[src/design/rmii_rx_cfg.svh]
// Offsets, field positions, reset values and timing counts of the receive and management block
`ifndef RMII_RX_CFG_SVH
`define RMII_RX_CFG_SVH

// ----------------------------------------
// Bus register offsets (byte addresses)
// ----------------------------------------
`define OFS_EVT_STATUS 8'h00
`define OFS_EVT_MASK 8'h04
`define OFS_CONTROL 8'h08
`define OFS_PORT_STATE 8'h0C
`define OFS_MGMT_STATE 8'h10

// ----------------------------------------
// Event bits of status and mask
// ----------------------------------------
`define EVT_WIDTH 5
`define EVT_MGMT_WRITE 0
`define EVT_MGMT_READ 1
`define EVT_MGMT_IGNORED 2
`define EVT_MDC_FAST 3
`define EVT_MGMT_IRQ 4

// ----------------------------------------
// Reset values
// ----------------------------------------
`define RST_EVT_MASK 5'h00
`define RST_PHY_BASE 5'h00

// ----------------------------------------
// Management register map
// ----------------------------------------
`define MREG_MODE 5'h10
`define MREG_INT_ENABLE 5'h12
`define MREG_INT_STATUS 5'h13
`define MBIT_MODE_FX 0
`define MBIT_INT_ENABLE 1
`define OP_READ 2'h2
`define OP_WRITE 2'h1
`define PREAMBLE_ONES 6'h20

// ----------------------------------------
// Timing
// ----------------------------------------
`define CORE_CLK_KHZ 40000
`define REF_CLK_KHZ 50000
`define MDC_MAX_KHZ 8000
`define MDC_MIN_CYC ((`CORE_CLK_KHZ + `MDC_MAX_KHZ - 1) / `MDC_MAX_KHZ)

`endif

[src/design/rmii_rx_pkg.sv]
// Types shared by the receive and management block
package rmii_rx_pkg;

  // Progress through one serial management frame
  typedef enum logic [2:0] {
    mf_preamble,
    mf_start,
    mf_header,
    mf_turnaround,
    mf_data
  } mgmt_frame_type;

endpackage : rmii_rx_pkg

[src/design/rmii_receive_and_mgmt_control.sv]
// Multi-port reduced-interface receive signalling with serial management and bus registers
//
// Behaviour
// each port drives a 2-bit receive di-bit timed to the reference clock.
// carrier_valid rises as soon as line carrier is seen, unaligned to reference.
// carrier_valid falls on carrier loss, on a reference clock edge.
// receive_error_flag is active high for an invalid code group, reference timed.
// receive_error_flag is also high while the recovery loop is unlocked.
// the station keeps the management clock at or below 8 MHz.
// management reads and writes use one serial data line clocked by mdc.
// with bit 18.1 set, status change pulls mgmt_interrupt_n low.
// reading register 19 clears the pending management interrupt.
// while mgmt_disable is high, serial management frames are ignored.
// with mgmt_disable low, config pins only load defaults at reset.
// after reset, serial management owns those bits; pins no longer override.
// register bits are named register dot bit, registers 0-32, bits 0-15; the 5-bit register field in the code reaches 0-31 only.
// the six-port variant lacks ports 6 and 7 and their outputs.
// reference clock is 50 MHz; outputs move on its falling edge.
// the MAC drives transmit enable and transmit di-bits on the reference clock.
// management frames: preamble, start, opcode, address, register, turnaround, data.
//
// Decided for this implementation: the register addresses and the Wishbone interface to the registers.
`timescale 1ns/1ps
`include "rmii_rx_cfg.svh"
module rmii_receive_and_mgmt_control
  import rmii_rx_pkg::*;
#(
  parameter int NUM_PORTS = 8 // Six gives the smaller variant
) (
  input wire logic core_clk,
  input wire logic rst,
  input wire logic [7:0] wb_adr_i,
  input wire logic [31:0] wb_dat_i,
  output logic [31:0] wb_dat_o,
  input wire logic [3:0] wb_sel_i,
  input wire logic wb_we_i,
  input wire logic wb_cyc_i,
  input wire logic wb_stb_i,
  output logic wb_ack_o,
  output logic irq,
  input wire logic reference_clock,
  input wire logic [2*NUM_PORTS-1:0] line_dibit,
  input wire logic [NUM_PORTS-1:0] line_carrier,
  input wire logic [NUM_PORTS-1:0] line_code_error,
  input wire logic [NUM_PORTS-1:0] line_locked,
  output logic [2*NUM_PORTS-1:0] receive_dibit,
  output logic [NUM_PORTS-1:0] carrier_valid,
  output logic [NUM_PORTS-1:0] receive_error_flag,
  input wire logic mdc,
  input wire logic mdio_in,
  output logic mdio_out,
  output logic mdio_oe,
  output logic mgmt_interrupt_n_out,
  output logic mgmt_interrupt_n_oe,
  input wire logic mgmt_disable,
  input wire logic [NUM_PORTS-1:0] cfg_mode_pin
);

  localparam int PW = (NUM_PORTS > 1) ? $clog2(NUM_PORTS) : 1;
  localparam logic [3:0] MDC_MIN = 4'(`MDC_MIN_CYC);

  typedef struct packed {
    logic ref_s1;
    logic ref_s2;
    logic ref_s3;
    logic mdc_s1;
    logic mdc_s2;
    logic mdc_s3;
    logic mio_s1;
    logic mio_s2;
    logic dis_s1;
    logic dis_s2;
    logic [NUM_PORTS-1:0] cfg_s1;
    logic [NUM_PORTS-1:0] cfg_s2;
    logic [1:0] strap_cnt;
    mgmt_frame_type frame;
    logic [5:0] bit_cnt;
    logic [15:0] shreg;
    logic op_read;
    logic [4:0] reg_addr;
    logic [PW-1:0] port_sel;
    logic out_bit;
    logic out_en;
    logic [3:0] mdc_gap;
    logic [NUM_PORTS-1:0] int_en;
    logic [NUM_PORTS-1:0][1:0] int_stat;
    logic [NUM_PORTS-1:0] cfg_fx;
    logic pend;
    logic ack;
    logic [31:0] dat_o;
    logic [`EVT_WIDTH-1:0] status;
    logic [`EVT_WIDTH-1:0] mask;
    logic [4:0] phy_base;
  } ctrl_state_type;

  ctrl_state_type st;
  ctrl_state_type next_st;

  logic ref_fall;
  logic [NUM_PORTS-1:0] evt_car;
  logic [NUM_PORTS-1:0] evt_err;
  logic mdc_rise;
  logic [4:0] phy_off;
  logic rd_status_hit;

  // ----------------------------------------
  // Receive ports
  // ----------------------------------------
  // Reference clock must be slower than half of core_clk to be sampled here
  assign ref_fall = st.ref_s3 & ~st.ref_s2;

  // Only NUM_PORTS ports exist; the six-port build has no ports 6 and 7
  for (genvar p = 0; p < NUM_PORTS; p++) begin : g_port
    rmii_port_rx u_port (
      .core_clk(core_clk),
      .rst(rst),
      .ref_fall(ref_fall),
      .line_dibit(line_dibit[2*p +: 2]),
      .line_carrier(line_carrier[p]),
      .line_code_error(line_code_error[p]),
      .line_locked(line_locked[p]),
      .receive_dibit(receive_dibit[2*p +: 2]),
      .carrier_valid(carrier_valid[p]),
      .receive_error_flag(receive_error_flag[p]),
      .carrier_event(evt_car[p]),
      .error_event(evt_err[p])
    );
  end

  // ----------------------------------------
  // Management frame and registers
  // ----------------------------------------
  assign mdc_rise = st.mdc_s2 & ~st.mdc_s3;
  assign phy_off = st.shreg[8:4] - st.phy_base;
  assign rd_status_hit = (st.frame == mf_header) && mdc_rise && (st.bit_cnt == 6'd11)
    && (st.shreg[10:9] == `OP_READ) && ({st.shreg[3:0], st.mio_s2} == `MREG_INT_STATUS)
    && (phy_off < 5'(NUM_PORTS)) && !st.dis_s2;

  // One process holds the frame walker, the register file and the bus slave
  always_comb begin
    logic [`EVT_WIDTH-1:0] evt;
    logic [15:0] rd_val;
    logic [PW-1:0] p_new;
    evt = '0;
    rd_val = '0;
    p_new = phy_off[PW-1:0];
    next_st = st;
    next_st.ref_s1 = reference_clock;
    next_st.ref_s2 = st.ref_s1;
    next_st.ref_s3 = st.ref_s2;
    next_st.mdc_s1 = mdc;
    next_st.mdc_s2 = st.mdc_s1;
    next_st.mdc_s3 = st.mdc_s2;
    next_st.mio_s1 = mdio_in;
    next_st.mio_s2 = st.mio_s1;
    next_st.dis_s1 = mgmt_disable;
    next_st.dis_s2 = st.dis_s1;
    next_st.cfg_s1 = cfg_mode_pin;
    next_st.cfg_s2 = st.cfg_s1;

    // Defaults are caught once the pin synchronisers have settled
    if (st.strap_cnt != 2'h3) begin
      next_st.strap_cnt = st.strap_cnt + 2'h1;
    end
    if (st.strap_cnt == 2'h2) begin
      next_st.cfg_fx = st.cfg_s2;
    end else if (st.strap_cnt == 2'h3 && st.dis_s2) begin
      next_st.cfg_fx = st.cfg_s2; // No serial owner while disabled, so pins stay in charge
    end

    // Gap between clock edges; too short a gap means the station runs too fast
    if (mdc_rise) begin
      next_st.mdc_gap = 4'h1;
      if (st.mdc_gap < MDC_MIN && !st.dis_s2) begin
        evt[`EVT_MDC_FAST] = 1'b1;
      end
    end else if (st.mdc_gap != 4'hF) begin
      next_st.mdc_gap = st.mdc_gap + 4'h1;
    end

    // Serial frame, stepped on each rising management clock edge
    if (st.dis_s2) begin
      next_st.frame = mf_preamble;
      next_st.out_en = 1'b0;
      if (mdc_rise && !st.mio_s2 && st.bit_cnt == `PREAMBLE_ONES) begin
        evt[`EVT_MGMT_IGNORED] = 1'b1;
      end
      if (mdc_rise) begin
        next_st.bit_cnt = st.mio_s2 ? (st.bit_cnt == `PREAMBLE_ONES ? st.bit_cnt :
          st.bit_cnt + 6'd1) : 6'd0;
      end
    end else if (mdc_rise) begin
      case (st.frame)
        mf_preamble: begin
          if (st.mio_s2) begin
            next_st.bit_cnt = (st.bit_cnt == `PREAMBLE_ONES) ? st.bit_cnt : st.bit_cnt + 6'd1;
          end else begin
            next_st.frame = (st.bit_cnt == `PREAMBLE_ONES) ? mf_start : mf_preamble;
            next_st.bit_cnt = 6'd0;
          end
        end
        mf_start: begin
          next_st.frame = st.mio_s2 ? mf_header : mf_preamble;
          next_st.bit_cnt = 6'd0;
        end
        mf_header: begin
          next_st.shreg = {st.shreg[14:0], st.mio_s2};
          next_st.bit_cnt = st.bit_cnt + 6'd1;
          if (st.bit_cnt == 6'd11) begin
            next_st.bit_cnt = 6'd0;
            next_st.reg_addr = {st.shreg[3:0], st.mio_s2};
            next_st.port_sel = p_new;
            next_st.op_read = (st.shreg[10:9] == `OP_READ);
            next_st.frame = mf_preamble;
            // Addresses outside this device's block are left alone
            if (phy_off < 5'(NUM_PORTS) && (st.shreg[10:9] == `OP_READ ||
                st.shreg[10:9] == `OP_WRITE)) begin
              next_st.frame = mf_turnaround;
            end
            // Register number dot bit number picks the field; 32 is beyond the 5-bit field
            case ({st.shreg[3:0], st.mio_s2})
              `MREG_MODE: rd_val[`MBIT_MODE_FX] = st.cfg_fx[p_new];
              `MREG_INT_ENABLE: rd_val[`MBIT_INT_ENABLE] = st.int_en[p_new];
              `MREG_INT_STATUS: rd_val[1:0] = st.int_stat[p_new];
              default: rd_val = '0;
            endcase
            next_st.shreg = rd_val;
          end
        end
        mf_turnaround: begin
          next_st.bit_cnt = st.bit_cnt + 6'd1;
          if (st.op_read && st.bit_cnt == 6'd0) begin
            next_st.out_en = 1'b1; // Second turnaround bit is driven low
            next_st.out_bit = 1'b0;
          end
          if (st.bit_cnt == 6'd1) begin
            next_st.frame = mf_data;
            next_st.bit_cnt = 6'd0;
            if (st.op_read) begin
              next_st.out_bit = st.shreg[15];
              next_st.shreg = {st.shreg[14:0], 1'b0};
            end
          end
        end
        mf_data: begin
          next_st.bit_cnt = st.bit_cnt + 6'd1;
          if (st.op_read) begin
            if (st.bit_cnt == 6'd15) begin
              next_st.out_en = 1'b0;
              next_st.frame = mf_preamble;
              next_st.bit_cnt = 6'd0;
              evt[`EVT_MGMT_READ] = 1'b1;
            end else begin
              next_st.out_bit = st.shreg[15];
              next_st.shreg = {st.shreg[14:0], 1'b0};
            end
          end else begin
            next_st.shreg = {st.shreg[14:0], st.mio_s2};
            if (st.bit_cnt == 6'd15) begin
              next_st.frame = mf_preamble;
              next_st.bit_cnt = 6'd0;
              evt[`EVT_MGMT_WRITE] = 1'b1;
              // Once defaults are caught and while mgmt_disable is low, only the serial side changes these bits
              if (st.reg_addr == `MREG_MODE && st.strap_cnt == 2'h3) begin
                next_st.cfg_fx[st.port_sel] = next_st.shreg[`MBIT_MODE_FX];
              end
              if (st.reg_addr == `MREG_INT_ENABLE) begin
                next_st.int_en[st.port_sel] = next_st.shreg[`MBIT_INT_ENABLE];
              end
            end
          end
        end
        default: begin
          next_st.frame = mf_preamble;
          next_st.out_en = 1'b0;
        end
      endcase
    end

    // Reading the status register clears it, but a new event in that cycle stays
    if (rd_status_hit) begin
      next_st.int_stat[p_new] = 2'h0;
    end
    for (int i = 0; i < NUM_PORTS; i++) begin
      next_st.int_stat[i] = next_st.int_stat[i] | {evt_err[i], evt_car[i]};
    end
    next_st.pend = |(st.int_en & pend_vec(st));
    if (next_st.pend && !st.pend) begin
      evt[`EVT_MGMT_IRQ] = 1'b1;
    end

    // Bus slave: ack one cycle after the strobe, dropped the cycle after
    next_st.ack = wb_cyc_i & wb_stb_i & ~st.ack;
    if (wb_cyc_i && wb_stb_i && !st.ack) begin
      case (wb_adr_i)
        `OFS_EVT_STATUS: next_st.dat_o = 32'(st.status);
        `OFS_EVT_MASK: next_st.dat_o = 32'(st.mask);
        `OFS_CONTROL: next_st.dat_o = 32'(st.phy_base);
        `OFS_PORT_STATE: next_st.dat_o = 32'({receive_error_flag, carrier_valid});
        `OFS_MGMT_STATE: next_st.dat_o = 32'({st.int_en, st.cfg_fx});
        default: next_st.dat_o = 32'h00000000;
      endcase
    end
    // Write lands on the edge where the master sees ack
    if (wb_cyc_i && wb_stb_i && wb_we_i && st.ack && wb_sel_i[0]) begin
      case (wb_adr_i)
        `OFS_EVT_STATUS: next_st.status = st.status & ~wb_dat_i[`EVT_WIDTH-1:0];
        `OFS_EVT_MASK: next_st.mask = wb_dat_i[`EVT_WIDTH-1:0];
        `OFS_CONTROL: next_st.phy_base = wb_dat_i[4:0];
        default: next_st.status = next_st.status;
      endcase
    end
    next_st.status = next_st.status | evt;
  end

  // Per-port pending view: any status bit of a port counts
  function automatic logic [NUM_PORTS-1:0] pend_vec(input ctrl_state_type s);
    logic [NUM_PORTS-1:0] v;
    v = '0;
    for (int i = 0; i < NUM_PORTS; i++) begin
      v[i] = |s.int_stat[i];
    end
    return v;
  endfunction : pend_vec

  // State register
  always_ff @(posedge core_clk or posedge rst) begin
    if (rst) begin
      st <= '0;
      st.frame <= mf_preamble;
      st.mask <= `RST_EVT_MASK;
      st.phy_base <= `RST_PHY_BASE;
    end else begin
      st <= next_st;
    end
  end

  // ----------------------------------------
  // Outputs
  // ----------------------------------------
  assign mdio_out = st.out_bit;
  assign mdio_oe = st.out_en;
  assign mgmt_interrupt_n_out = 1'b0; // Open drain: only ever pulls low
  assign mgmt_interrupt_n_oe = st.pend;
  assign wb_ack_o = st.ack;
  assign wb_dat_o = st.dat_o;
  assign irq = |(st.status & st.mask);

  // ----------------------------------------
  // Checks
  // ----------------------------------------
  logic [4:0] oe_rises;
  always_ff @(posedge core_clk or posedge rst) begin
    if (rst) begin
      oe_rises <= 5'h00;
    end else begin
      oe_rises <= !mdio_oe ? 5'h00 : (mdc_rise ? oe_rises + 5'h01 : oe_rises);
    end
  end

  chk_ack_single_pulse: assert property (@(posedge core_clk) disable iff (rst)
    wb_ack_o |=> !wb_ack_o) else $error("ack held for more than one cycle");

  chk_ack_next_cycle: assert property (@(posedge core_clk) disable iff (rst)
    wb_cyc_i && wb_stb_i && !wb_ack_o |=> wb_ack_o) else $error("bus request not answered");

  chk_disable_quiet: assert property (@(posedge core_clk) disable iff (rst)
    st.dis_s2 |=> !mdio_oe) else $error("data line driven while management disabled");

  chk_status_read_clear: assert property (@(posedge core_clk) disable iff (rst)
    rd_status_hit && evt_car == '0 && evt_err == '0 |=> st.int_stat[st.port_sel] == 2'h0)
    else $error("status not cleared by read");

  chk_irq_needs_enable: assert property (@(posedge core_clk) disable iff (rst)
    mgmt_interrupt_n_oe |-> (st.int_en != '0)) else $error("interrupt pin without enable");

  chk_ta_low: assert property (@(posedge core_clk) disable iff (rst)
    $rose(mdio_oe) |-> !mdio_out) else $error("turnaround bit not driven low");

  chk_read_length: assert property (@(posedge core_clk) disable iff (rst)
    $fell(mdio_oe) && !$past(st.dis_s2) |-> oe_rises == 5'h11)
    else $error("read frame not seventeen clock edges long");

  chk_strap_load: assert property (@(posedge core_clk) disable iff (rst)
    st.strap_cnt == 2'h2 |=> st.cfg_fx == $past(st.cfg_s2)) else $error("defaults not loaded");

endmodule : rmii_receive_and_mgmt_control

[src/design/rmii_port_rx.sv]
// One port of reduced-interface receive signalling
`timescale 1ns/1ps
module rmii_port_rx (
  input wire logic core_clk,
  input wire logic rst,
  input wire logic ref_fall,
  input wire logic [1:0] line_dibit,
  input wire logic line_carrier,
  input wire logic line_code_error,
  input wire logic line_locked,
  output logic [1:0] receive_dibit,
  output logic carrier_valid,
  output logic receive_error_flag,
  output logic carrier_event,
  output logic error_event
);

  typedef struct packed {
    logic [1:0] dat_s1;
    logic [1:0] dat_s2;
    logic car_s1;
    logic car_s2;
    logic err_s1;
    logic err_s2;
    logic lock_s1;
    logic lock_s2;
    logic [1:0] dibit;
    logic valid;
    logic error;
  } port_state_type;

  port_state_type st;
  port_state_type next_st;

  // ----------------------------------------
  // Next state
  // ----------------------------------------
  // Line signals are asynchronous, so everything passes two flops first
  always_comb begin
    next_st = st;
    next_st.dat_s1 = line_dibit;
    next_st.dat_s2 = st.dat_s1;
    next_st.car_s1 = line_carrier;
    next_st.car_s2 = st.car_s1;
    next_st.err_s1 = line_code_error;
    next_st.err_s2 = st.err_s1;
    next_st.lock_s1 = line_locked;
    next_st.lock_s2 = st.lock_s1;
    // Carrier raises the valid flag at once, without waiting for a reference edge
    if (st.car_s2) begin
      next_st.valid = 1'b1;
    end
    // Data, error and the carrier drop all move on the falling reference edge
    if (ref_fall) begin
      next_st.dibit = st.car_s2 ? st.dat_s2 : 2'h0; // see R1
      next_st.error = (st.err_s2 & st.car_s2) | ~st.lock_s2; // see R4
      if (!st.car_s2) begin
        next_st.valid = 1'b0;
      end
    end
  end

  // State register
  always_ff @(posedge core_clk or posedge rst) begin
    if (rst) begin
      st <= '0;
    end else begin
      st <= next_st;
    end
  end

  assign receive_dibit = st.dibit;
  assign carrier_valid = st.valid;
  assign receive_error_flag = st.error;
  assign carrier_event = st.valid ^ next_st.valid;
  assign error_event = ~st.error & next_st.error;

  // ----------------------------------------
  // Checks
  // ----------------------------------------
  chk_carrier_drop_sync: assert property (@(posedge core_clk) disable iff (rst)
    $fell(carrier_valid) |-> $past(ref_fall)) else $error("carrier dropped off the ref edge");

  chk_unlock_error: assert property (@(posedge core_clk) disable iff (rst)
    ref_fall && !st.lock_s2 |=> receive_error_flag) else $error("no error flag while unlocked");

endmodule : rmii_port_rx

[config.mk]
export PLATFORM = sky130hd
export DESIGN_NAME = rmii_receive_and_mgmt_control
export DESIGN_NICKNAME = d
export VERILOG_FILES = /design/src/design/rmii_rx_pkg.sv /design/src/design/rmii_receive_and_mgmt_control.sv /design/src/design/rmii_port_rx.sv
export VERILOG_INCLUDE_DIRS = /design/src /design/src/design
export SDC_FILE = /design/constraint.sdc
export NUM_CORES = 1
export LEC_CHECK = 0
export BUFFER_PORTS_ARGS = -buffer_cell sky130_fd_sc_hd__buf_2
export CORE_UTILIZATION = 25
export DETAILED_ROUTE_END_ITERATION = 8
export HOLD_SLACK_MARGIN = 0.08
export SLEW_MARGIN = 20
export SYNTH_ARGS = -nofsm -noshare
export SYNTH_HDL_FRONTEND = slang
export SYNTH_SLANG_ARGS = --single-unit
[constraint.sdc]
create_clock -name core_clk -period 27.7 [get_ports core_clk]
set_clock_uncertainty 0.2 [all_clocks]
set_input_delay 8.31 -clock core_clk [delete_from_list [all_inputs] [get_ports core_clk]]
set_output_delay 8.31 -clock core_clk [all_outputs]
set_load 0.05 [all_outputs]
# --- Yosys cells after proc, flatten, opt, wreduce, memory -nomap -nowiden ---
# Index checks and enable logic that the tools add are counted.
classes:
  add_sub_neg: 4
  order_cmp: 6
  n_eq_ne: 35
  n_mux: 101
  bitwise: 72
  reduce_logical: 54
ops:
  columns: ["op", "count"]
  rows:
  - ["16-bit case mux with 5 select lines", 1]
  - ["16-bit 2-to-1 mux", 4]
  - ["8-bit 2-to-1 mux", 8]
  - ["2-bit 2-to-1 mux", 25]
  - ["16-bit case mux with 3 select lines", 1]
  - ["36-bit 2-to-1 mux", 1]
  - ["34-bit 2-to-1 mux", 1]
  - ["1-bit 2-to-1 mux", 33]
  - ["6-bit case mux with 5 select lines", 1]
  - ["9-bit 2-to-1 mux", 3]
  - ["5-bit == test, second input constant", 5]
  - ["25-bit 2-to-1 mux", 1]
  - ["1-bit logical AND", 21]
  - ["1-bit NOT", 21]
  - ["1-bit AND", 20]
  - ["6-bit 2-to-1 mux", 3]
  - ["3-bit inequality test, second input constant", 6]
  - ["16-bit AND", 1]
  - ["8-bit bitwise mux", 2]
  - ["8-bit by 4-bit == test with 1-bit output, second input constant", 2]
  - ["16-bit NOT", 1]
  - ["2-bit bitwise OR", 8]
  - ["2-bit OR reduction", 8]
  - ["15-bit 2-to-1 mux", 1]
  - ["53 further kinds", 94]
totals:
  reg_bits: 261
  input_bits: 101

# --- Depth between registers and ports, before layout ---
# Gate-level depths: netlist (run 1).
logic_depth:
  word_depth: 11
  mapped_depth: 11

# --- By module ---
# A second synthesis (run 1) with hierarchy kept.
unflattened:
  hier_cells: 928
  hier_area_um2: 10497.6
by_module_without_submodules:
  columns: ["mod", "instances", "cells_each", "area_per_inst_um2", "seq_area_each_um2"]
  rows:
  - ["rmii_receive_and_mgmt_control", 1, 672, 6864.1, 3328.2]
  - ["rmii_port_rx", 8, 32, 454.2, 350.3]

# --- Worst setup path after synthesis (run 1) ---
# Ideal clock, no wire load.
synth_path:
  path_kind: "input port to flip-flop"
  start: "input wb_adr_i[0]"
  end: "register st[0] (netlist name)"
  setup_ns: 0.125
  t_arrival_ns: 9.702
  required_time_ns: 27.375
  path_slack_ns: 17.673
  stages: 6
  n_path_buf: 1
  cell_sequence: "or4_4 nor3_4 and3b_1 buf_2 nand2_2 mux2_2"
synth_via:
  elab_chain_len: 2
synth_rtl:
  columns: ["item", "line", "source"]
  rows:
  - ["from (decl)", "rmii_receive_and_mgmt_control.sv:32", "input wire logic [7:0] wb_adr_i,"]
  - ["8-bit by 4-bit == test with 1-bit output", "rmii_receive_and_mgmt_control.sv:306", "case (wb_adr_i)"]
  - ["2-bit AND reduction (no line)", null, null]
  - ["to (signal assigned)", "rmii_receive_and_mgmt_control.sv:334", "st <= next_st;"]
  - ["to (decl)", "rmii_receive_and_mgmt_control.sv:96", "ctrl_state_type st;"]
# Every way passes these cells.
# A chain may end at the register's enable or synchronous reset.

# --- Worst setup path after layout (run 1) ---
layout_path:
  start: "register st[13] (netlist name)"
  end: "output irq"
layout_via:
  elab_chain_len: 2
layout_rtl:
  columns: ["item", "line", "source"]
  rows:
  - ["5-bit AND", "rmii_receive_and_mgmt_control.sv:347", "assign irq = |(st.status & st.mask);"]
  - ["5-bit OR reduction", "rmii_receive_and_mgmt_control.sv:347", null]
  - ["to (decl)", "rmii_receive_and_mgmt_control.sv:40", "output logic irq,"]
# Every way passes these cells.

==> results of run 1 <==
[through the flow]
step,instances,total power (W)
after global placement,1458,0.0004758
after global routing,1505,0.0008986
after CTS,1505,0.0008745
after detailed placement,1458,0.0004782
after floorplan,898,0.0004615
final,1506,0.0008614
[cell families (layout without fill, tap and decap cells)]
kind of cell / after synthesis / in the layout / synth area share
adders and majority gates: 13 / 13 / 0.01650
AOI/OAI and AO/OA: 193 / 193 / 0.1241
other: 1 / 18 / 0.0003637
muxes: 54 / 54 / 0.06286
DFF: 245 / 245 / 0.5946
and+or+nand+nor: 230 / 230 / 0.1181
buffers and inverters: 138 / 213 / 0.07669
xor gates and xnor gates: 8 / 8 / 0.006796
[power by group]
group          internal (W)  total [W]  switching (W)
Sequential         0.000377   0.000394      0.0000176
Clock              0.000247   0.000391       0.000144
Combinational     0.0000216  0.0000757      0.0000541
Total              0.000646   0.000861       0.000216
[sequential cells by signal (all words and copies together) (netlist names), 8 cells and up, named ones only]
signal / flops
g_port.u_port.carrier_valid: 8
wb_dat_o: 16
g_port.u_port.st: 40
st: 99
g_port.u_port.next_st: 40
g_port.u_port.receive_error_flag: 8
g_port.u_port.receive_dibit: 16
next_st: 14
[cell usage after synthesis, types with 3 or more instances]
cell type	instances	share of area
buf_1	4	0.0015
inv_1	40	0.015
buf_2	9	0.0044
a32oi_1	4	0.0034
a21oi_1	16	0.0078
xor2_1	3	0.0025
or2_2	3	0.0018
a222oi_1	6	0.0058
clkbuf_1	15	0.0055
nor3_1	22	0.011
mux4_2	5	0.011
mux2i_1	13	0.013
a31oi_1	9	0.0055
a22oi_1	17	0.012
a21boi_0	9	0.0066
nand2b_1	8	0.0049
nand2_1	95	0.035
buf_4	67	0.049
or3_1	8	0.0049
xnor2_1	5	0.0042
nand3_1	15	0.0073
nor2_1	35	0.013
nand4_1	8	0.0049
o22ai_1	4	0.0024
mux2_2	36	0.039
a22o_1	14	0.012
a32o_1	4	0.0039
o21ai_0	76	0.037
a21o_1	10	0.0073
dfrtp_1	245	0.59
nor2b_1	6	0.0036
nand4b_1	4	0.0034
ha_1	12	0.015
o31a_1	3	0.0025
[how the worst max path moves through the flow]
stage	to	cells after the start
floorplan	asynchronous set/reset pin	1
global placement	st[146]$_DFF_PP0_	4
detailed placement	g_port[4].u_port.next_st[8]$_DFF_PP0_	4
CTS	st[64]$_DFF_PP0_	4
global route	st[59]$_DFF_PP0_	4
finish	irq	3
[metal layers]
metal  vias up  wire, µm  track usage
met5         -        13            0
met4         2       546      0.03254
met3        33      1704      0.02625
met2       208     10540       0.1686
met1      3337     11300       0.1641
li1       3166         -            -
[layout make-up]
type / count / share of cell area
Antenna cell: 1 / 0.0002081
Clock buffer: 36 / 0.06317
Clock inverter: 11 / 0.01769
Inverter: 40 / 0.01311
Multi-Input combinational cell: 515 / 0.2871
Sequential cell: 245 / 0.5099
Tap cell: 532 / 0.05536
Timing Repair Buffer: 126 / 0.05339
[layout by cell type (no fill, tap or decap), types with 12 or more instances in the layout]
cell type	Yosys	layout
dfrtp_1	245	245
buf_2	9	123
nand2_1	95	95
o21ai_0	76	76
inv_1	40	39
mux2_2	36	36
nor2_1	35	35
clkbuf_16	0	27
nor3_1	22	22
a22oi_1	17	17
conb_1	1	17
a21oi_1	16	16
nand3_1	15	15
a22o_1	14	14
mux2i_1	13	13
ha_1	12	12
[critical path, delay by kind of cell (launching register included)]
kind	cells	cell delay, ns
AO/OA/AOI/OAI	1	0.39
buffers and inverters	1	0.23
AND/OR/NAND/NOR	1	0.13
flip-flops	1	0.42
==> impl_metrics.env, run 1 <==
export IMPL_status="finished with violations"
export IMPL_violations="design-rule violations"
export IMPL_startpoint="st[13]$_DFF_PP0_"
export IMPL_peakVddDrop_uv=43.29
export IMPL_rsz0062_at_grt="no"
export IMPL_syn_area_per_cell_um2=11.69
export IMPL_drt_pass1_iter_count=9
export IMPL_drc=4
export IMPL_io_buffers=123
export IMPL_core_um2=40740
export IMPL_antenna_found_initial=3
export IMPL_cts_resized=0
export IMPL_arrival_ns=1.71
export IMPL_fin_util=0.2951
export IMPL_cap_violations=0
export IMPL_clock_fmax_ghz=0.09784
export IMPL_cts_tree="yes"
export IMPL_grt_usage=0.1138
export IMPL_drtIter0Drc=519
export IMPL_insertion_delay_ns=0.54
export IMPL_cpPeakStageDelay_ns=0.42
export IMPL_globalplace_congestion=0.8361
export IMPL_syn_area_um2=10310
export IMPL_fin_tns_setup_ns=0
export IMPL_fin_nets=1069
export IMPL_synth_ff_type="dfrtp_1"
export IMPL_period_needed_ns=10.22
export IMPL_multi_input_comb_area_um2=3452
export IMPL_worstMarginPinSlew_ns=0.9907
export IMPL_cts_path_max_buffers=3
export IMPL_setup_violations=0
export IMPL_required_ns=19.19
export IMPL_dr_total_vias=6746
export IMPL_fill_cells=4184
export IMPL_grt_ovfl_total=0
export IMPL_ys_seq_area_frac=0.5946
export IMPL_r2r_end="st[97]$_DFFE_PP0P_"
export IMPL_synthArstFlopShare=1.000
export IMPL_ys_types=72
export IMPL_grt_first_pass_wirelength_um=37530
export IMPL_cts_root_buf="clkbuf_16"
export IMPL_cts_htree_levels=1
export IMPL_hold_viol=0
export IMPL_critPathMaxFanout=3
export IMPL_synth_edf_count=0
export IMPL_r2r_start="st[100]$_DFFE_PP0P_"
export IMPL_grt_max_degree=88
export IMPL_hold_path_class="reg -> reg"
export IMPL_reg2reg_depth=10
export IMPL_drive_above_1_share=0.2374
export IMPL_die_h_um=205.1
export IMPL_clock_sinks=245
export IMPL_slew_headroom=0.3348
export IMPL_synth_seq_cells=245
export IMPL_hold_path_depth=0
export IMPL_post_route_period_util=0.3690
export IMPL_hold_path_end="g_port[6].u_port.st[4]$_DFF_PP0_"
export IMPL_synthCells=882
export IMPL_slew_violations=0
export IMPL_p_leak_nw=5.449
export IMPL_endpoint_kind="primary output"
export IMPL_hold_buffers=0
export IMPL_die_w_um=205.1
export IMPL_fp_dieArea_um2=42060
export IMPL_antenna_left=0
export IMPL_drt_total_wl_um=24110
export IMPL_cts_clk_slew_worst_paths_ns=0.06
export IMPL_holdWs_ns=0.1264
export IMPL_viasPerCell=4.479
export IMPL_boundaryPins=171
export IMPL_pre_cts_ws_ns=16.47
export IMPL_fin_area_um2=12020
export IMPL_numCtsBuffers=27
export IMPL_crit_chain="a222oi_1 -> nand2_1 -> buf_2"
export IMPL_synth_warnings=0
export IMPL_cp_start_kind="flop"
export IMPL_dpl_instance_area_um2=11040
export IMPL_post_cts_buffers=0
export IMPL_routedWlPerCell_um=16.01
export IMPL_fp_row_count=74
export IMPL_dpl_hpwl_um=17260
export IMPL_min_from="g_port[6].u_port.next_st[4]$_DFF_PP0_"
export IMPL_regArea_um2=6131
export IMPL_initial_utilization=0.2531
export IMPL_power_density_nw_per_um2=71.65
export IMPL_crit_slowest_cell="dfrtp_1"
export IMPL_regToRegSetupSlack_ns=24.40
export IMPL_worstSetupPathType="reg -> out"
export IMPL_area_growth_synth_to_final_pct=16.60
export IMPL_final_setup_worst_slack_ns=17.48
export IMPL_grt_pass1_vias=6587
No activity file was read; power rests on OpenSTA's default activity.
==> inputs of run 2 (changes only) <==
- clock period: 27.7 -> 9.4 ns (I/O delays scaled with it)
==> impl_metrics.env, run 2 (synthesis results as in run 1) <==
export IMPL_cap_violations=0
export IMPL_cts_root_buf="clkbuf_16"
export IMPL_fp_dieArea_um2=42060
export IMPL_startpoint="st[13]$_DFF_PP0_"
export IMPL_cts_tree="yes"
export IMPL_grt_met1_usage=0.1670
export IMPL_insertion_delay_ns=0.54
export IMPL_pre_cts_ws_ns=4.260
export IMPL_drt_pass1_iter_count=9
export IMPL_final_setup_worst_slack_ns=4.704
export IMPL_cts_clk_slew_worst_paths_ns=0.06
export IMPL_crit_family="flip-flops"
export IMPL_regToRegSetupSlack_ns=6.07
export IMPL_crit_slowest_cell="dfrtp_1"
export IMPL_fin_util=0.2964
export IMPL_power_total_w=0.002531
export IMPL_crit_chain="a222oi_1 -> nand2_1 -> buf_2"
export IMPL_grt_usage=0.1150
export IMPL_globalplace_congestion=0.8287
export IMPL_min_from="g_port[6].u_port.next_st[4]$_DFF_PP0_"
export IMPL_period_needed_ns=4.696
export IMPL_io_buffers=123
export IMPL_antenna_left=0
export IMPL_fin_tns_setup_ns=0
export IMPL_regMostFlops="st"
export IMPL_largest_reg_flops=99
export IMPL_p_switching_w=0.0006427
export IMPL_grt_first_pass_wirelength_um=37910
export IMPL_antenna_cells=0
export IMPL_violations="design-rule violations"
export IMPL_post_route_period_util=0.4996
export IMPL_cp_num_cells=3
export IMPL_die_h_um=205.1
export IMPL_status="finished with violations"
export IMPL_hold_viol=0
export IMPL_clock_fmax_ghz=0.2129
export IMPL_reg2reg_depth=10
export IMPL_p_seq_frac=0.459
export IMPL_crit_buf_inv=1
export IMPL_fin_nets=1072
export IMPL_cts_path_max_buffers=3
export IMPL_slew_violations=0
export IMPL_required_ns=6.38
export IMPL_critPathMaxFanout=3
export IMPL_clock_sinks=245
export IMPL_final_cell_mix="245 x dfrtp_1, 123 x buf_2, 95 x nand2_1"
export IMPL_worstMarginPinSlew_ns=1.031
export IMPL_antenna_found_initial=2
export IMPL_final_common_cell="dfrtp_1"
export IMPL_setup_violations=0
export IMPL_rsz0062_at_grt="no"
export IMPL_fp_row_count=74
export IMPL_holdWs_ns=0.1348
export IMPL_power_frac_comb=0.090
export IMPL_drt_total_wl_um=24270
export IMPL_grt_use_met2=0.1741
export IMPL_grt_max_degree=177
export IMPL_die_w_um=205.1
export IMPL_crit_path_end="irq"
export IMPL_cpPeakStageDelay_ns=0.42
export IMPL_cp_start_kind="flop"
export IMPL_endpoint_kind="primary output"
export IMPL_drtIter0Drc=504
export IMPL_hold_path_class="reg -> reg"
export IMPL_drc=1
export IMPL_power_density_nw_per_um2=209.6
export IMPL_p_leak_nw=5.464
export IMPL_p_sw_frac=0.2539
export IMPL_post_cts_buffers=0
export IMPL_grtUsageMet3=0.02243
export IMPL_boundaryPins=171
export IMPL_worstSetupPathType="reg -> out"
export IMPL_area_growth_synth_to_final_pct=17.10
export IMPL_cts_resized=0
export IMPL_grt_ovfl_total=0
export IMPL_gr_max_usage_layer="met2"
export IMPL_initial_utilization=0.2531
export IMPL_r2r_start="st[100]$_DFFE_PP0P_"
export IMPL_p_clk_frac=0.451
export IMPL_viasPerCell=4.476
export IMPL_intPower_w=0.001888
export IMPL_numCtsBuffers=28
export IMPL_cts_htree_levels=1
export IMPL_peakVddDrop_uv=131.9
export IMPL_hold_buffers=0
export IMPL_routedWlPerCell_um=16.07
export IMPL_drive_above_1_share=0.2413
export IMPL_dr_total_vias=6759
export IMPL_slew_headroom=0.3103
export IMPL_grt_pass1_vias=6610
export IMPL_arrival_ns=1.68
export IMPL_core_um2=40740
export IMPL_r2r_end="st[96]$_DFFE_PP0P_"
export IMPL_dpl_hpwl_um=17300
run 2: cell types whose count changed in the layout (fill, tap and decap cells not counted), sizes merged:
cell      delta
bufinv       -2
buf          +2
clkbuf       +2
diode        -1
clkinvlp     +3
clkinv       +2
inv          -2
run 2: stage by stage:
stage | instance area (µm²) | cells
finish | 12070 | 1510
global route | 12070 | 1510
CTS | 12050 | 1509
detailed placement | 11060 | 1459
global placement | 11060 | 1459
floorplan | 10380 | 898
run 2: worst min path at each step:
stage / end / slack (ns) / depth (start not counted)
floorplan: g_port[0].u_port.st[10]$_DFF_PP0_ / 0.13 / 0
global placement: next_st[146]$_DFF_PP0_ / 0.13 / 0
detailed placement: g_port[1].u_port.st[8]$_DFF_PP0_ / 0.13 / 0
CTS: g_port[6].u_port.st[4]$_DFF_PP0_ / 0.14 / 0
global route: g_port[7].u_port.st[4]$_DFF_PP0_ / 0.15 / 0
finish: g_port[6].u_port.st[4]$_DFF_PP0_ / 0.13 / 0
run 2: layout make-up:
type	count	area, µm²
clock buffers	38	809.5
fillers	4194	28670
well taps	532	665.6
repair buffers	128	685.7
multi-input cells	515	3452
flip-flops and latches	245	6131
clock inverters	12	176.4
inverters	40	153.9
run 2: power groups by stage:
stage	combinational (W)	sequential [W]	clock [W]
after global routing	0.000254	0.00117	0.00122
after CTS	0.000231	0.00116	0.00117
after global placement	0.000226	0.00118	0
after detailed placement	0.000231	0.00118	0
after floorplan	0.000204	0.00116	0
final	0.000228	0.00116	0.00114
run 2: per-layer routing:
layer | routed length (µm) | share of wire
met3 | 1589 | 0.065
met5 | 10 | 0.00041
met1 | 11490 | 0.47
met4 | 480 | 0.020
met2 | 10700 | 0.44
